[src/shared/inst_exec_pkg.sv]
// Package with opcodes, field layouts and widths for the instruction execute subset
package inst_exec_pkg;
  // Widths
  localparam int DATA_W = 8;   // Data path width
  localparam int FADDR_W = 7;  // File register address width
  localparam int INST_W = 14;  // Instruction word width
  localparam int PC_W = 15;    // Program counter width
  localparam int JUMP_W = 11;  // Absolute jump immediate width
  localparam int LATCH_LO = 3; // Lowest latch-high bit used by the jump
  localparam int LATCH_HI = 6; // Highest latch-high bit used by the jump
  localparam int DEST_BIT = 7; // Destination bit position in file instructions

  // Opcode fields (upper bits of the instruction word)
  localparam logic [13:0] CLEAR_ACC_CODE = 14'h0100;    // Clear accumulator, compared under CLEAR_ACC_MASK
  localparam logic [13:0] CLEAR_ACC_MASK = 14'h3f80;    // Bits compared for clear
  localparam logic [5:0] DEC_SKIP_CODE = 6'h0b;         // Decrement, skip if zero
  localparam logic [5:0] INC_SKIP_CODE = 6'h0f;         // Increment, skip if zero
  localparam logic [5:0] INC_FILE_CODE = 6'h0a;         // Increment file
  localparam logic [5:0] OR_FILE_CODE = 6'h04;          // OR accumulator with file
  localparam logic [5:0] OR_LIT_CODE = 6'h38;           // OR accumulator with literal
  localparam logic [2:0] JUMP_CODE = 3'h5;              // Absolute jump

  // Constants
  localparam logic [7:0] ZERO_BYTE = 8'h00;  // Cleared value
  localparam logic [7:0] ONE_BYTE = 8'h01;   // Increment and decrement step
  localparam logic [7:0] ACC_RESET = 8'h00;  // Accumulator reset value

  // Decoded operation kinds
  typedef enum logic [2:0] {
    OP_NONE, OP_CLEAR_ACC, OP_DEC_SKIP, OP_INC_SKIP, OP_INC_FILE, OP_OR_FILE, OP_OR_LIT,
    OP_JUMP
  } op_e;

  // File write-back request
  typedef struct packed {
    logic we;             // Write strobe
    logic [6:0] addr;     // File address
    logic [7:0] data;     // Write data
  } file_wr_s;

  // Program counter load request
  typedef struct packed {
    logic load;           // Load strobe
    logic [14:0] target;  // New program counter
  } pc_load_s;
endpackage : inst_exec_pkg

[src/core/cpu_inst_exec_subset.sv]
// Execute stage for a subset of 8-bit core instructions
`timescale 1ns/100ps
module cpu_inst_exec_subset (
  input wire logic SYS_CLK_I,                 // Core instruction clock, 250 MHz
  input wire logic SYS_RST_I,                 // Synchronous reset, active high
  input wire logic INST_VALID_I,              // Fetched instruction valid this cycle
  input wire logic [13:0] INST_WORD_I,        // Fetched instruction word
  input wire logic [7:0] FILE_RDATA_I,        // Addressed file register contents
  input wire logic [7:0] LATCH_HIGH_I,        // Program counter latch-high register
  output logic [6:0] FILE_RADDR_O,            // File read address (registered copy)
  output inst_exec_pkg::file_wr_s FILE_WR_O,  // File write-back request
  output inst_exec_pkg::pc_load_s PC_LOAD_O,  // Program counter load request
  output logic [7:0] ACC_O,                   // Working accumulator
  output logic ZERO_FLAG_O,                   // Zero status flag
  output logic SQUASH_O,                      // Current slot executes as no-operation
  output logic BUSY_O                         // Second cycle of a two-cycle instruction
);

  ////////////////////////////////////////////////////////////////////////////////////
  // Decode

  inst_exec_pkg::op_e op;          // Decoded operation
  logic [7:0] acc_r;               // Accumulator
  logic [7:0] acc_nxt;             // Next accumulator
  logic zero_r;                    // Zero flag
  logic zero_nxt;                  // Next zero flag
  logic [7:0] result;              // Operation result
  logic dest_file;                 // Destination bit
  logic skip_nxt;                  // Squash the following slot
  logic skip_r;                    // Squash in effect for current slot
  logic jump_r;                    // Jump second cycle
  logic live;                      // Instruction actually executes
  logic [6:0] faddr;               // File address field

  // Classify an instruction word
  function automatic inst_exec_pkg::op_e decode_op(input logic [13:0] w);
    if ((w & inst_exec_pkg::CLEAR_ACC_MASK) == inst_exec_pkg::CLEAR_ACC_CODE) begin
      return inst_exec_pkg::OP_CLEAR_ACC;
    end
    if (w[13:11] == inst_exec_pkg::JUMP_CODE) begin
      return inst_exec_pkg::OP_JUMP;
    end
    unique case (w[13:8])
      inst_exec_pkg::DEC_SKIP_CODE: return inst_exec_pkg::OP_DEC_SKIP;
      inst_exec_pkg::INC_SKIP_CODE: return inst_exec_pkg::OP_INC_SKIP;
      inst_exec_pkg::INC_FILE_CODE: return inst_exec_pkg::OP_INC_FILE;
      inst_exec_pkg::OR_FILE_CODE: return inst_exec_pkg::OP_OR_FILE;
      inst_exec_pkg::OR_LIT_CODE: return inst_exec_pkg::OP_OR_LIT;
      default: return inst_exec_pkg::OP_NONE;
    endcase
  endfunction : decode_op

  // Zero test shared by the skip paths and every flag-writing path except clear
  function automatic logic is_zero(input logic [7:0] v);
    return v == inst_exec_pkg::ZERO_BYTE;
  endfunction : is_zero

  // Live only when valid, not squashed and not in a jump's second cycle
  assign live = INST_VALID_I && !skip_r && !jump_r;
  assign op = live ? decode_op(INST_WORD_I) : inst_exec_pkg::OP_NONE;
  assign dest_file = INST_WORD_I[inst_exec_pkg::DEST_BIT];
  assign faddr = INST_WORD_I[inst_exec_pkg::FADDR_W-1:0];

  ////////////////////////////////////////////////////////////////////////////////////
  // Execute

  // Result, accumulator, flag and skip selection
  always_comb begin
    result = inst_exec_pkg::ZERO_BYTE;
    acc_nxt = acc_r;
    zero_nxt = zero_r;
    skip_nxt = 1'b0;
    unique case (op)
      inst_exec_pkg::OP_CLEAR_ACC: begin
        acc_nxt = inst_exec_pkg::ZERO_BYTE;
        zero_nxt = 1'b1;
      end
      inst_exec_pkg::OP_DEC_SKIP: begin
        result = FILE_RDATA_I - inst_exec_pkg::ONE_BYTE;
        skip_nxt = is_zero(result);
      end
      inst_exec_pkg::OP_INC_SKIP: begin
        result = FILE_RDATA_I + inst_exec_pkg::ONE_BYTE;
        skip_nxt = is_zero(result);
      end
      inst_exec_pkg::OP_INC_FILE: begin
        result = FILE_RDATA_I + inst_exec_pkg::ONE_BYTE;
        zero_nxt = is_zero(result);
      end
      inst_exec_pkg::OP_OR_FILE: begin
        result = acc_r | FILE_RDATA_I;
        zero_nxt = is_zero(result);
      end
      inst_exec_pkg::OP_OR_LIT: begin
        result = acc_r | INST_WORD_I[inst_exec_pkg::DATA_W-1:0];
        acc_nxt = result;
        zero_nxt = is_zero(result);
      end
      default: begin
        result = inst_exec_pkg::ZERO_BYTE; // Jump and idle leave data alone
      end
    endcase
    // Route file-operand results by the destination bit
    if (op == inst_exec_pkg::OP_DEC_SKIP || op == inst_exec_pkg::OP_INC_SKIP ||
        op == inst_exec_pkg::OP_INC_FILE || op == inst_exec_pkg::OP_OR_FILE) begin
      if (!dest_file) begin
        acc_nxt = result;
      end
    end
  end

  // Accumulator and zero flag
  always_ff @(posedge SYS_CLK_I) begin
    if (SYS_RST_I) begin
      acc_r <= inst_exec_pkg::ACC_RESET;
      zero_r <= 1'b0;
    end else begin
      acc_r <= acc_nxt;
      zero_r <= zero_nxt;
    end
  end

  // File write-back strobe
  always_ff @(posedge SYS_CLK_I) begin
    if (SYS_RST_I) begin
      FILE_WR_O <= '0;
    end else begin
      FILE_WR_O.we <= dest_file && (op == inst_exec_pkg::OP_DEC_SKIP ||
        op == inst_exec_pkg::OP_INC_SKIP || op == inst_exec_pkg::OP_INC_FILE ||
        op == inst_exec_pkg::OP_OR_FILE);
      FILE_WR_O.addr <= faddr;
      FILE_WR_O.data <= result;
    end
  end

  // Registered copy of the file address for observation
  always_ff @(posedge SYS_CLK_I) begin
    if (SYS_RST_I) begin
      FILE_RADDR_O <= '0;
    end else begin
      FILE_RADDR_O <= faddr;
    end
  end

  ////////////////////////////////////////////////////////////////////////////////////
  // Skip and jump sequencing

  // Skip squashes exactly the next valid slot
  always_ff @(posedge SYS_CLK_I) begin
    if (SYS_RST_I) begin
      skip_r <= 1'b0;
    end else if (skip_nxt) begin
      skip_r <= 1'b1;
    end else if (INST_VALID_I) begin
      skip_r <= 1'b0;
    end
  end

  // Jump second cycle and program counter load
  always_ff @(posedge SYS_CLK_I) begin
    if (SYS_RST_I) begin
      jump_r <= 1'b0;
      PC_LOAD_O <= '0;
    end else begin
      jump_r <= (op == inst_exec_pkg::OP_JUMP);
      PC_LOAD_O.load <= (op == inst_exec_pkg::OP_JUMP);
      PC_LOAD_O.target <= {LATCH_HIGH_I[inst_exec_pkg::LATCH_HI:inst_exec_pkg::LATCH_LO],
        INST_WORD_I[inst_exec_pkg::JUMP_W-1:0]};
    end
  end

  // Status outputs
  always_ff @(posedge SYS_CLK_I) begin
    if (SYS_RST_I) begin
      SQUASH_O <= 1'b0;
      BUSY_O <= 1'b0;
    end else begin
      SQUASH_O <= skip_nxt || (skip_r && !INST_VALID_I);
      BUSY_O <= (op == inst_exec_pkg::OP_JUMP);
    end
  end

  assign ACC_O = acc_r;
  assign ZERO_FLAG_O = zero_r;

  ////////////////////////////////////////////////////////////////////////////////////
  // Checks

  clear_acc_a: assert property (@(posedge SYS_CLK_I) disable iff (SYS_RST_I)
    op == inst_exec_pkg::OP_CLEAR_ACC |=> (ACC_O == 8'h00 && ZERO_FLAG_O))
    else $error("clear did not zero accumulator and set flag");
  dest_route_a: assert property (@(posedge SYS_CLK_I) disable iff (SYS_RST_I)
    (op == inst_exec_pkg::OP_INC_FILE && !dest_file) |=> (!FILE_WR_O.we && ACC_O == $past(result)))
    else $error("destination zero did not go to accumulator");
  dec_flags_a: assert property (@(posedge SYS_CLK_I) disable iff (SYS_RST_I)
    op == inst_exec_pkg::OP_DEC_SKIP |=> $stable(ZERO_FLAG_O))
    else $error("decrement-skip changed zero flag");
  dec_skip_a: assert property (@(posedge SYS_CLK_I) disable iff (SYS_RST_I)
    (op == inst_exec_pkg::OP_DEC_SKIP && FILE_RDATA_I == 8'h01) |=> (skip_r && op == inst_exec_pkg::OP_NONE))
    else $error("zero decrement did not squash next slot");
  inc_skip_a: assert property (@(posedge SYS_CLK_I) disable iff (SYS_RST_I)
    (op == inst_exec_pkg::OP_INC_SKIP && FILE_RDATA_I != 8'hff) |=> !skip_r)
    else $error("nonzero increment squashed next slot");
  jump_target_a: assert property (@(posedge SYS_CLK_I) disable iff (SYS_RST_I)
    op == inst_exec_pkg::OP_JUMP |=> (PC_LOAD_O.load &&
      PC_LOAD_O.target[10:0] == $past(INST_WORD_I[10:0]) &&
      PC_LOAD_O.target[14:11] == $past(LATCH_HIGH_I[6:3])))
    else $error("jump target wrong");
  jump_cycles_a: assert property (@(posedge SYS_CLK_I) disable iff (SYS_RST_I)
    op == inst_exec_pkg::OP_JUMP |=> (op == inst_exec_pkg::OP_NONE && $stable(ZERO_FLAG_O)))
    else $error("jump second cycle not idle");
  or_lit_a: assert property (@(posedge SYS_CLK_I) disable iff (SYS_RST_I)
    op == inst_exec_pkg::OP_OR_LIT |=> ACC_O == ($past(acc_r) | $past(INST_WORD_I[7:0])))
    else $error("literal OR wrong");
  inc_zero_a: assert property (@(posedge SYS_CLK_I) disable iff (SYS_RST_I)
    (op == inst_exec_pkg::OP_INC_FILE && FILE_RDATA_I == 8'hff) |=> ZERO_FLAG_O)
    else $error("increment wrap did not set zero");
  or_file_a: assert property (@(posedge SYS_CLK_I) disable iff (SYS_RST_I)
    (op == inst_exec_pkg::OP_OR_FILE && dest_file) |=>
      (FILE_WR_O.we && ZERO_FLAG_O == (FILE_WR_O.data == 8'h00)))
    else $error("file OR write-back or flag wrong");

  // Skip request shows as a squashed slot next cycle
  squash_out_a: assert property (@(posedge SYS_CLK_I) disable iff (SYS_RST_I)
    skip_nxt |=> SQUASH_O)
    else $error("skip did not raise squash");

  // Nonzero decrement leaves the next slot live
  dec_noskip_a: assert property (@(posedge SYS_CLK_I) disable iff (SYS_RST_I)
    (op == inst_exec_pkg::OP_DEC_SKIP && FILE_RDATA_I != 8'h01) |=> !skip_r)
    else $error("nonzero decrement squashed next slot");

  // Decrement-skip writes the wrapped value back
  dec_value_a: assert property (@(posedge SYS_CLK_I) disable iff (SYS_RST_I)
    (op == inst_exec_pkg::OP_DEC_SKIP && dest_file) |=>
      (FILE_WR_O.we && FILE_WR_O.data == $past(FILE_RDATA_I) - 8'h01))
    else $error("decrement-skip value wrong");

  // Increment-skip leaves the zero flag alone
  inc_skip_flag_a: assert property (@(posedge SYS_CLK_I) disable iff (SYS_RST_I)
    op == inst_exec_pkg::OP_INC_SKIP |=> $stable(ZERO_FLAG_O))
    else $error("increment-skip changed zero flag");

  // Plain increment writes the wrapped value back
  inc_value_a: assert property (@(posedge SYS_CLK_I) disable iff (SYS_RST_I)
    (op == inst_exec_pkg::OP_INC_FILE && dest_file) |=>
      (FILE_WR_O.we && FILE_WR_O.data == $past(FILE_RDATA_I) + 8'h01))
    else $error("increment value wrong");

  // Literal OR sets the flag from the new accumulator
  or_lit_zero_a: assert property (@(posedge SYS_CLK_I) disable iff (SYS_RST_I)
    op == inst_exec_pkg::OP_OR_LIT |=> ZERO_FLAG_O == (ACC_O == 8'h00))
    else $error("literal OR flag wrong");

  // File destination leaves the accumulator alone
  dest_acc_keep_a: assert property (@(posedge SYS_CLK_I) disable iff (SYS_RST_I)
    (op == inst_exec_pkg::OP_OR_FILE && dest_file) |=> $stable(ACC_O))
    else $error("file destination touched accumulator");

  // File OR into the accumulator
  or_file_acc_a: assert property (@(posedge SYS_CLK_I) disable iff (SYS_RST_I)
    (op == inst_exec_pkg::OP_OR_FILE && !dest_file) |=>
      ACC_O == ($past(acc_r) | $past(FILE_RDATA_I)))
    else $error("file OR into accumulator wrong");

  // Clear never writes a file register
  clear_only_acc_a: assert property (@(posedge SYS_CLK_I) disable iff (SYS_RST_I)
    op == inst_exec_pkg::OP_CLEAR_ACC |=> !FILE_WR_O.we)
    else $error("clear wrote a file register");

  // Jump raises busy for its second cycle
  busy_out_a: assert property (@(posedge SYS_CLK_I) disable iff (SYS_RST_I)
    op == inst_exec_pkg::OP_JUMP |=> BUSY_O)
    else $error("jump did not raise busy");

  // Busy lasts exactly one cycle
  busy_drop_a: assert property (@(posedge SYS_CLK_I) disable iff (SYS_RST_I)
    BUSY_O |=> !BUSY_O)
    else $error("busy held too long");

  // Counter load is a single pulse
  load_pulse_a: assert property (@(posedge SYS_CLK_I) disable iff (SYS_RST_I)
    PC_LOAD_O.load |=> !PC_LOAD_O.load)
    else $error("counter load held too long");

  // Jump leaves the accumulator alone
  jump_acc_a: assert property (@(posedge SYS_CLK_I) disable iff (SYS_RST_I)
    op == inst_exec_pkg::OP_JUMP |=> $stable(ACC_O))
    else $error("jump changed accumulator");

endmodule : cpu_inst_exec_subset

[config.mk]
export PLATFORM = sky130hd
export DESIGN_NAME = cpu_inst_exec_subset
export DESIGN_NICKNAME = d
export VERILOG_FILES = /design/src/shared/inst_exec_pkg.sv /design/src/core/cpu_inst_exec_subset.sv
export SDC_FILE = /design/constraint.sdc
export NUM_CORES = 1
export LEC_CHECK = 0
export BUFFER_PORTS_ARGS = -buffer_cell sky130_fd_sc_hd__buf_2
export CAP_MARGIN = 40
export CORE_ASPECT_RATIO = 1.2
export CORE_MARGIN = 5
export CORE_UTILIZATION = 55
export DETAILED_ROUTE_END_ITERATION = 12
export PLACE_DENSITY = 0.86
export SYNTH_ARGS = -nofsm -noshare
export SYNTH_HDL_FRONTEND = slang
export SYNTH_SLANG_ARGS = --single-unit
export TNS_END_PERCENT = 5
[constraint.sdc]
create_clock -name SYS_CLK_I -period 2.8 [get_ports SYS_CLK_I]
set_clock_uncertainty 0.1 [all_clocks]
set_input_delay 0.28 -clock SYS_CLK_I [delete_from_list [all_inputs] [get_ports SYS_CLK_I]]
set_output_delay 0.28 -clock SYS_CLK_I [all_outputs]
set_load 0.05 [all_outputs]
==> flow_metrics.env <==
export IMPL_yosysWarnings=0
export IMPL_final_common_cell="buf_2"
export IMPL_worst_pin_slew_ps=685
export IMPL_die_width_microns=70.8
export IMPL_p_seq_share_pct=44.1
export IMPL_ff2ff_setup_slack_ps=530
export IMPL_fin_crit_sh_pct=81.2
export IMPL_r2r_end="ACC_O[3]$_SDFF_PP0_"
export IMPL_async_reset_ff_share_pct=0
export IMPL_cts_root_buf="clkbuf_8"
export IMPL_overflow=0
export IMPL_drt_iter0_markers=319
export IMPL_dr_pass1_iters=6
export IMPL_crit_fanout=10
export IMPL_antenna_found_initial=0
export IMPL_cp_start_kind="flop"
export IMPL_finalPower_mw=1.21
export IMPL_drcViolationCount=0
export IMPL_grt_pass1_wl_microns=11500
export IMPL_nFillCells=365
export IMPL_p_clk_share_pct=32.8
export IMPL_cp_required_ps=2850
export IMPL_synthToLayoutAreaGrowth_pct=16.5
export IMPL_critPathArrivalTime_ps=2320
export IMPL_cap_viol_max_count=0
export IMPL_wl_microns=7300
export IMPL_power_switching_uw=386
export IMPL_rsz0062_at_grt="false"
export IMPL_final_antenna_net_count=0
export IMPL_io_buffers=78
export IMPL_postSynthCellCount=305
export IMPL_syn_area_sq_um=2440
export IMPL_hold_violations=0
export IMPL_postCtsHoldBufs=0
export IMPL_clkTransAtPathRegs_ps=70
export IMPL_diodes=0
export IMPL_setup_viol=0
export IMPL_ys_ff_latch=36
export IMPL_routed_via_count=2648
export IMPL_wire_per_inst_microns=17.5
export IMPL_worstSetupPathType="reg -> reg"
export IMPL_leakagePower_nw=1.22
export IMPL_grt_pass1_vias=2432
export IMPL_nets=397
export IMPL_place_gp_congestion=0.965
export IMPL_cts_setup_buffers=0
export IMPL_htreeDepth=2
export IMPL_fp_dieH_microns=82.9
export IMPL_cts_sinks=36
export IMPL_avgSynthCellArea_sq_um=7.99
export IMPL_ir_drop_uv=193
export IMPL_layout_setup_ws_ps=527
export IMPL_std_cell_rows=26
export IMPL_p_per_area_nw_per_um2=425
export IMPL_clockBufferDepth=2
export IMPL_slew_viol_final=0
export IMPL_status="finished, final reports clean"
export IMPL_cts_resized=0
export IMPL_synth_cell_type_count=65
export IMPL_worst_setup_path_end_kind="flop"
export IMPL_fin_crit_ps=2270
export IMPL_worst_hold_startpoint="LATCH_HIGH_I[3]"
export IMPL_p_comb_share_pct=23.1
export IMPL_dominantRegCellSynth="dfxtp_1"
export IMPL_tns_ps=0
export IMPL_layout_common_cells="buf_2, dfxtp_1, nor2_1"
export IMPL_min_path_cells=2
export IMPL_min_to="PC_LOAD_O[11]$_SDFF_PP0_"
export IMPL_drive_gt1_share_pct=28.9
export IMPL_syn_num_nets=342
export IMPL_coreArea_sq_um=4260
export IMPL_final_util_pct=66.6
export IMPL_ff2ff_path_depth=5
export IMPL_dieArea_sq_um=5870
export IMPL_fmax_mhz=440
export IMPL_cts_tree="yes"
export IMPL_seq_area_frac_synth_pct=29.6
export IMPL_via_per_inst=6.37
export IMPL_start_util_pct=57.2
export IMPL_cts_buffers=5
export IMPL_grt_start_max_net_pins=27
export IMPL_track_usage_pct=23.9
export IMPL_io_pins=83
export IMPL_dp_hpwl_microns=5520
export IMPL_min_path_type="in -> reg"
export IMPL_intPower_uw=821
export IMPL_relSlewSlack_pct=54.0
export IMPL_synth_edf_count=0
export IMPL_insertion_delay_ps=290
export IMPL_netSwitchingFraction_pct=32.0
export IMPL_place_ws_ps=423
export IMPL_rr_startpoint="skip_r$_SDFFE_PP0P_"
power by group through the flow:
stage | sequential (mW) | combinational (mW) | clock, mW
3_5_place_dp | 0.544 | 0.275 | 0
5_1_grt | 0.535 | 0.296 | 0.416
3_3_place_gp | 0.544 | 0.271 | 0
6_report | 0.533 | 0.278 | 0.396
4_1_cts | 0.533 | 0.276 | 0.404
2_1_floorplan | 0.593 | 0.161 | 0
layer usage:
layer	track usage (%)	share of wire (%)
met1	29.2	37
met2	40.8	50
met3	3.50	11
met4	10.6	2.4
met5	0	0
cell usage after synthesis, types with 6 or more instances:
cell type	instances	area (sq um)
a211oi_1	6	45.0
a21oi_1	13	65.1
nand2_1	16	60.1
nand4_1	7	43.8
inv_1	7	26.3
buf_4	15	113
and3_1	7	43.8
buf_2	7	35.0
dfxtp_1	36	721
nand3_1	13	65.1
o21ai_0	12	60.1
nor4_1	7	43.8
nor2b_1	17	106
a31oi_1	7	43.8
nor2_1	22	82.6
clkbuf_1	11	41.3
o21ai_1	7	35.0
worst max-delay path: stages, from the launching register on:
cell       delay (ps)
dfxtp_1           330
or3b_2            560
nor2_1            250
nand2_1           290
a2111oi_0         500
a221oi_2          100
sequential cells by signal (all words and copies together) (netlist names):
register and count:
skip_r 1, BUSY_O 1, FILE_WR_O 9, ZERO_FLAG_O 1, SQUASH_O 1, ACC_O 8, PC_LOAD_O 9, FILE_RADDR_O 6
stage by stage:
step / hold WS, ps / cells / cell area [sq um]
floorplan: 308 / 305 / 2440
global placement: 394 / 409 / 2740
detailed placement: 396 / 409 / 2740
CTS: 104 / 416 / 2840
global route: 120 / 416 / 2840
finish: 110 / 416 / 2840
worst max path at each step:
stage                                   start                       to  slack (ps)  cells after the start
final                     skip_r$_SDFFE_PP0P_      ACC_O[3]$_SDFF_PP0_         530                      5
after floorplan             BUSY_O$_SDFF_PP0_      ACC_O[3]$_SDFF_PP0_         630                      5
after global routing        BUSY_O$_SDFF_PP0_      ACC_O[3]$_SDFF_PP0_         310                      5
after CTS                 skip_r$_SDFFE_PP0P_      ACC_O[3]$_SDFF_PP0_         550                      5
after detailed placement      FILE_RDATA_I[0]  FILE_WR_O[6]$_SDFF_PP0_         420                      8
after global placement        INST_WORD_I[11]      ACC_O[1]$_SDFF_PP0_         520                      6
cells by family after synthesis:
logic type,count (synthesis),share of synthesized area (%)
DFF,36,29.6
muxes,2,0.822
AOI/OAI and AO/OA,92,27.0
adders and majority gates,4,2.05
and+or+nand+nor,123,29.2
buffers and inverters,42,9.14
xor gates and xnor gates,6,2.16
final cells by class:
class                   instances  area (sq um)  share of cell area (%)
multi-input cells             227          1500                    52.8
flip-flops and latches         36           721                    25.4
clock buffers                   7          96.3                    3.39
repair buffers                 83           428                    15.1
well taps                      56          70.1                    2.47
inverters                       7          26.3                   0.926
No activity file was read; power rests on OpenSTA's default activity.
